<file path="src/common/gdcr_pkg.sv">
// package for the gate driver configuration and read-back block
// assumes one 10 MHz clock; the uart framer lives outside this block
package gdcr_pkg;

  // ----------------------------------------------------------------
  // configuration register layout
  // ----------------------------------------------------------------
  localparam int CFG_AMP_PD_BIT = 6;
  localparam int CFG_SLEEP_SEL_BIT = 5;
  localparam int CFG_UVLO_DIS_BIT = 3;
  localparam int CFG_SHORT_DIS_BIT = 2;
  localparam int CFG_OC_HI_BIT = 1;
  localparam int CFG_OC_LO_BIT = 0;
  localparam logic [7:0] CFG_RESET = 8'h00;
  // writable bits: 6,5,3,2,1,0; bits 7 and 4 read as zero
  localparam logic [7:0] CFG_WMASK = 8'h6f;

  // ----------------------------------------------------------------
  // timing configuration fields
  // ----------------------------------------------------------------
  localparam int DT_LSB = 2;
  localparam int DT_W = 3;
  localparam int BL_LSB = 0;
  localparam int BL_W = 2;
  localparam logic [2:0] DT_RESET = 3'h0;
  localparam logic [1:0] BL_RESET = 2'h0;
  localparam int DT_MAX_NS = 2000;
  localparam int DT_STEP_NS = 250;
  localparam int BL_MAX_NS = 4000;
  localparam int CLK_MHZ = 10;

  // ----------------------------------------------------------------
  // reply header bytes
  // ----------------------------------------------------------------
  localparam logic [7:0] TIM_ACK = 8'h48;
  localparam logic [7:0] TIM_NAK = 8'h08;
  localparam logic [7:0] REV_ACK = 8'h50;
  localparam logic [7:0] REV_NAK = 8'h10;

  // neutral revision code, value arbitrary
  localparam logic [3:0] HW_REV_DEFAULT = 4'h1;

  typedef enum logic [1:0] {
    GDCR_ACTIVE  = 2'b00,
    GDCR_STANDBY = 2'b01,
    GDCR_SLEEP   = 2'b10
  } gdcr_mode_t;

  typedef enum logic [1:0] {
    GDCR_Q_NONE = 2'b00,
    GDCR_Q_TIM  = 2'b01,
    GDCR_Q_REV  = 2'b10
  } gdcr_query_t;

  // two-byte reply carried to the framer
  typedef struct packed {
    logic [7:0] head;
    logic [7:0] body;
  } gdcr_reply_t;

  // settings handed to the analog and protection logic
  typedef struct packed {
    logic amp_standby_off;
    logic fet_gate_lockout_disable;
    logic fet_short_detect_disable;
    logic [1:0] oc_threshold;
    logic [2:0] dead_time_code;
    logic [1:0] blank_code;
  } gdcr_settings_t;

endpackage

</file>
<file path="src/core/gdcr_top.sv">
// configuration store and read-back replies of the gate driver
// assumes the framer gives one-cycle write and query strobes on clock
`timescale 1ns/1ps
module gdcr_top
  import gdcr_pkg::*;
#(
  parameter logic [3:0] HW_REV = HW_REV_DEFAULT
) (
  input wire logic clock,
  input wire logic rstn,
  input wire logic drive_enable,
  input wire logic cfg_wr,
  input wire logic [7:0] cfg_wdata,
  input wire logic tim_wr,
  input wire logic [7:0] tim_wdata,
  input wire logic [1:0] query,
  input wire logic query_ok,
  output logic [7:0] cfg_rdata,
  output logic reply_valid,
  output gdcr_reply_t reply,
  output gdcr_mode_t mode,
  output logic amp_powered,
  output gdcr_settings_t settings
);

  // ----------------------------------------------------------------
  // drive-enable pin synchroniser
  // ----------------------------------------------------------------
  logic [2:0] de_sync_r;
  logic de_level_r;

  always_ff @(posedge clock) begin
    if (!rstn) begin
      de_sync_r <= 3'h0;
    end else begin
      de_sync_r <= {de_sync_r[1:0], drive_enable};
    end
  end

  // a change counts only once the two later stages agree
  always_ff @(posedge clock) begin
    if (!rstn) begin
      de_level_r <= 1'b0;
    end else if (de_sync_r[1] == de_sync_r[2]) begin
      de_level_r <= de_sync_r[2];
    end
  end

  // ----------------------------------------------------------------
  // configuration register
  // ----------------------------------------------------------------
  logic [7:0] cfg_r;
  logic [7:0] cfg_nxt;
  gdcr_mode_t mode_r;

  always_comb begin
    cfg_nxt = (cfg_r & ~CFG_WMASK) | (cfg_wdata & CFG_WMASK);
    // sleep selection is frozen outside standby so a stray write cannot arm sleep
    if (mode_r != GDCR_STANDBY) begin
      cfg_nxt[CFG_SLEEP_SEL_BIT] = cfg_r[CFG_SLEEP_SEL_BIT];
    end
  end

  always_ff @(posedge clock) begin
    if (!rstn) begin
      cfg_r <= CFG_RESET;
    end else if (cfg_wr) begin
      cfg_r <= cfg_nxt;
    end
  end

  assign cfg_rdata = cfg_r;

  // ----------------------------------------------------------------
  // timing configuration
  // ----------------------------------------------------------------
  logic [2:0] dt_r;
  logic [1:0] bl_r;

  always_ff @(posedge clock) begin
    if (!rstn) begin
      dt_r <= DT_RESET;
      bl_r <= BL_RESET;
    end else if (tim_wr) begin
      dt_r <= tim_wdata[DT_LSB +: DT_W];
      bl_r <= tim_wdata[BL_LSB +: BL_W];
    end
  end

  // ----------------------------------------------------------------
  // power mode
  // ----------------------------------------------------------------
  gdcr_mode_t mode_nxt;

  // the stored selection alone decides where a low drive-enable leads
  function automatic gdcr_mode_t idle_mode(logic sleep_sel);
    return sleep_sel ? GDCR_SLEEP : GDCR_STANDBY;
  endfunction

  // debounce of the low level (1 ms) is left to the power sequencer
  always_comb begin
    mode_nxt = mode_r;
    unique case (mode_r)
      GDCR_ACTIVE: begin
        if (!de_level_r) begin
          mode_nxt = idle_mode(cfg_r[CFG_SLEEP_SEL_BIT]);
        end
      end
      GDCR_STANDBY: begin
        if (de_level_r) begin
          mode_nxt = GDCR_ACTIVE;
        end else begin
          // a selection written in standby takes effect at once
          mode_nxt = idle_mode(cfg_r[CFG_SLEEP_SEL_BIT]);
        end
      end
      GDCR_SLEEP: begin
        if (de_level_r) begin
          mode_nxt = GDCR_ACTIVE;
        end else begin
          mode_nxt = idle_mode(cfg_r[CFG_SLEEP_SEL_BIT]);
        end
      end
      default: begin
        // the unused code falls back to the low-power safe state
        mode_nxt = GDCR_STANDBY;
      end
    endcase
  end

  always_ff @(posedge clock) begin
    if (!rstn) begin
      mode_r <= GDCR_STANDBY;
    end else begin
      mode_r <= mode_nxt;
    end
  end

  assign mode = mode_r;

  // ----------------------------------------------------------------
  // settings out
  // ----------------------------------------------------------------
  logic amp_on_r;

  always_ff @(posedge clock) begin
    if (!rstn) begin
      amp_on_r <= 1'b1;
    end else begin
      amp_on_r <= !(mode_r == GDCR_STANDBY && cfg_r[CFG_AMP_PD_BIT]);
    end
  end

  assign amp_powered = amp_on_r;

  always_comb begin
    settings.amp_standby_off = cfg_r[CFG_AMP_PD_BIT];
    settings.fet_gate_lockout_disable = cfg_r[CFG_UVLO_DIS_BIT];
    settings.fet_short_detect_disable = cfg_r[CFG_SHORT_DIS_BIT];
    settings.oc_threshold = {cfg_r[CFG_OC_HI_BIT], cfg_r[CFG_OC_LO_BIT]};
    settings.dead_time_code = dt_r;
    settings.blank_code = bl_r;
  end

  // ----------------------------------------------------------------
  // query replies
  // ----------------------------------------------------------------
  gdcr_reply_t reply_r;
  gdcr_reply_t reply_nxt;
  logic reply_valid_r;

  // the head byte alone tells the host whether its query was taken
  function automatic gdcr_reply_t tim_reply(logic ok, logic [2:0] dt, logic [1:0] bl);
    gdcr_reply_t r;
    r.head = ok ? TIM_ACK : TIM_NAK;
    r.body = {3'h0, dt, bl};
    return r;
  endfunction

  function automatic gdcr_reply_t rev_reply(logic ok, logic [3:0] rev);
    gdcr_reply_t r;
    r.head = ok ? REV_ACK : REV_NAK;
    r.body = {4'h0, rev};
    return r;
  endfunction

  // codes 0 and 3 ask for nothing, so no reply is framed for them
  function automatic logic is_answered(logic [1:0] q);
    return (q == GDCR_Q_TIM) || (q == GDCR_Q_REV);
  endfunction

  // the last reply holds until the next answered query
  always_comb begin
    unique case (query)
      GDCR_Q_TIM: begin
        reply_nxt = tim_reply(query_ok, dt_r, bl_r);
      end
      GDCR_Q_REV: begin
        reply_nxt = rev_reply(query_ok, HW_REV);
      end
      default: begin
        reply_nxt = reply_r;
      end
    endcase
  end

  always_ff @(posedge clock) begin
    if (!rstn) begin
      reply_r <= '0;
    end else begin
      reply_r <= reply_nxt;
    end
  end

  always_ff @(posedge clock) begin
    if (!rstn) begin
      reply_valid_r <= 1'b0;
    end else begin
      reply_valid_r <= is_answered(query);
    end
  end

  assign reply = reply_r;
  assign reply_valid = reply_valid_r;

endmodule

</file>
<file path="config.mk">
export PLATFORM = sky130hd
export DESIGN_NAME = gdcr_top
export DESIGN_NICKNAME = d
export VERILOG_FILES = /design/src/common/gdcr_pkg.sv /design/src/core/gdcr_top.sv
export SDC_FILE = /design/constraint.sdc
export NUM_CORES = 1
export LEC_CHECK = 0
export BUFFER_PORTS_ARGS = -buffer_cell sky130_fd_sc_hd__buf_2
export CORE_ASPECT_RATIO = 2
export CORE_MARGIN = 2
export CORE_UTILIZATION = 39
export DETAILED_ROUTE_END_ITERATION = 16
export PLACE_DENSITY = 0.83
export SYNTH_ARGS = -nofsm -noshare
export SYNTH_HDL_FRONTEND = slang
export SYNTH_SLANG_ARGS = --single-unit
</file>
<file path="constraint.sdc">
create_clock -name clock -period 1.2 [get_ports clock]
set_input_delay 0.18 -clock clock [delete_from_list [all_inputs] [get_ports clock]]
set_output_delay 0.18 -clock clock [all_outputs]
set_load 0.02 [all_outputs]
</file>
==> out/metrics.yaml <==
run_status: "finished, final reports clean"
seq_power_share: 0.533
power.leakage_uw: 0.000717
yosysSeqAreaShare: 0.470
io-pin-count: 62
cts-root-buf: "sky130_fd_sc_hd__clkbuf_8"
final.min_clock_period_ns: 1.12
postLayoutCoreUtil: 0.507
crit_start: "mode[0]"
p_int_uw: 1330
tot_gr_track_use: 0.135
period_share: 0.932
timing.setup.critical_path_class: "register to register"
total_switching_power_uw: 502
via_count: 878
num_rows: 27
detail_route.wirelength_mm: 2.13
finalHoldViolations: 0
final_antenna_net_count: 0
die_width_um: 42.4
register_clock_pin_slew_on_the_reported_worst_setup_and_hold_paths_ns: 0.09
first_global_vias: 793
core_area_mm2: 0.00277
most-common-layout-cells: "46 x sky130_fd_sc_hd__buf_2, 25 x sky130_fd_sc_hd__dfxtp_1, 16 x sky130_fd_sc_hd__nor2b_1, 12 x sky130_fd_sc_hd__mux2i_1, 10 x sky130_fd_sc_hd__conb_1"
tritoncts: "done"
setup.worst_path.start_class: "register"
areaGrowthSynthToFinish_pct: 22.2
grt_pass1_wl_mm: 3.46
synthCells: 112
post_synth_instance_area_mm2: 0.00115
placed_standard_cell_area_mm2: 0.00134
final-max-slew-violation-count: 0
crit-reg2reg-launch: "mode[0]"
first_iter_violations: 7
routed_wire_length_per_instance_um: 11.5
remaining_drc_errors: 0
number_of_buffers_created_by_cts: 3
grt_max_degree: 29
rsz0062_at_grt: "no"
fmax_mhz: 894
synth.ff_latch_count: 27
switching_fraction: 0.274
relative_contribution_of_combinational_cells_to_total_power: 0.198
worstPathArrival_ns: 1.25
hold_path_startpoint: "drive_enable"
globalRoute.totalOverflow: 0
final_critical_path_setup_slack_ns: 0.0818
antenna_found_initial: 0
most_common_cell_after_layout_fill_and_taps_aside: "sky130_fd_sc_hd__buf_2"
finalSetupViolCount: 0
design_area_mm2: 0.00141
fill_cells: 270
synthesis.area_per_instance_um2: 10.3
cap_violations: 0
final_layout_size_suffix_gt1_frac: 0.382
post-place-ws_ns: -0.0323
finalWeightedCongestion: 0.659
chipHeight_um: 80.8
firstDrtPassIters: 4
multiInputGateArea_um2: 490
fin_nets: 186
numPortBuffers: 46
dp_hpwl_mm: 1.69
worstPathRequired_ns: 1.33
worstHoldPathType: "primary input to register"
antenna-diode-count: 0
initial_utilization: 0.415
critical_path_peak_fanout: 3
clk_path_buf_depth: 2
worst_skew_pair.late_latency_ns: 0.26
critical_path.endpoint_type: "register"
synth.lib_cells_used.distinct: 23
part_of_the_total_power_dissipated_in_the_clock_network: 0.269
final.hold.worst_slack_ns: 0.119
design.die.area_mm2: 0.00343
cts_max_level: 1
synthesis.yosys.warnings: 0
powerDensity_mw_per_mm2: 1300
cts.sinks: 27
vdd_drop_max_mv: 0.750
final.setup_skew_ns: 0.00151
drt-vias-per-instance: 4.72
register_area_um2: 546
==> worst paths after layout <==
kind / cells after the start / endpoint / slack [ns]
worst max-delay path: 5 / mode[0] / 0.08
worst min-delay path: 2 / de_sync_r[0] / 0.12
worst max register to register: 5 / mode[0] / 0.08
worst min register to register: 1 / amp_powered / 0.43
==> per-stage QoR <==
step	cells	TNS, ns	total power [uW]
2_1_floorplan	121	0	1270
3_3_place_gp	180	-0.0843	1340
3_5_place_dp	180	-0.110	1360
4_1_cts	185	0	1860
5_1_grt	186	0	1940
6_report	186	0	1830
==> per-layer routing <==
metal | part of all wire | track usage
met5 | 0 | 0
met4 | 0.015 | 0.0750
met3 | 0.077 | 0.0333
met2 | 0.55 | 0.245
met1 | 0.36 | 0.137
==> flip-flops by register name, indices dropped and copies added, names as in the netlist <==
| name | count |
|---|---|
| de_sync_r | 3 |
| bl_r | 2 |
| de_level_r | 1 |
| cfg_rdata | 6 |
| reply | 8 |
| dt_r | 3 |
| amp_powered | 1 |
| reply_valid | 1 |
| mode | 2 |
==> critical path: stages, from the launching register on <==
cell and delay, ns:
sky130_fd_sc_hd__dfxtp_4 0.35, sky130_fd_sc_hd__inv_1 0.04, sky130_fd_sc_hd__ha_2 0.19, sky130_fd_sc_hd__nand2_2 0.07, sky130_fd_sc_hd__mux2i_1 0.21, sky130_fd_sc_hd__o311ai_1 0.11
==> final cells by class <==
cell class / count / share of cell area
clock buffer: 3 / 0.0294
clock inverter: 1 / 0.00356
inverter: 3 / 0.00801
multi-input combinational: 71 / 0.349
sequential: 27 / 0.388
tap: 29 / 0.0258
timing repair buffer: 52 / 0.196
==> cell families after synthesis <==
group | after synthesis | share of synthesized area
buffers and inverters | 23 | 0.137
and+or+nand+nor | 34 | 0.169
muxes | 12 | 0.104
DFF | 27 | 0.470
other | 1 | 0.00326
adders and majority gates | 4 | 0.0435
AOI/OAI and AO/OA | 11 | 0.0729
==> cell usage after synthesis <==
library cell	count	area [um2]
sky130_fd_sc_hd__o21ai_0	1	5.00
sky130_fd_sc_hd__nor2_1	2	7.51
sky130_fd_sc_hd__o311a_1	1	10.0
sky130_fd_sc_hd__o31ai_1	1	7.51
sky130_fd_sc_hd__nand3_1	2	10.0
sky130_fd_sc_hd__mux2i_1	12	120
sky130_fd_sc_hd__nor2b_1	16	100
sky130_fd_sc_hd__and2_1	3	18.8
sky130_fd_sc_hd__buf_6	1	11.3
sky130_fd_sc_hd__nand3b_1	1	7.51
sky130_fd_sc_hd__nand4_1	1	6.26
sky130_fd_sc_hd__dfxtp_1	27	541
sky130_fd_sc_hd__a22oi_1	4	30.0
sky130_fd_sc_hd__buf_2	3	15.0
sky130_fd_sc_hd__buf_4	16	120
sky130_fd_sc_hd__nand2b_1	3	18.8
sky130_fd_sc_hd__a21boi_0	3	22.5
sky130_fd_sc_hd__conb_1	1	3.75
sky130_fd_sc_hd__and3_1	1	6.26
sky130_fd_sc_hd__nand2_1	5	18.8
sky130_fd_sc_hd__inv_1	3	11.3
sky130_fd_sc_hd__o311ai_1	1	8.76
sky130_fd_sc_hd__ha_1	4	50.1
==> power by group through the flow <==
stage	Clock [uW]	Combinational, uW	Sequential [uW]
5_1_grt	553	398	985
4_1_cts	518	362	979
2_1_floorplan	0	212	1060
3_3_place_gp	0	343	999
6_report	493	363	977
3_5_place_dp	0	352	1000
==> repair_timing <==
item,4_1_cts,5_1_grt
hold buffers,0,0
resized for setup,1,2
buffers inserted,1,1
hold endpoints to repair,0,0
endpoints found under the setup margin,1,1
Note: power is estimated with default switching activity, not from simulation.
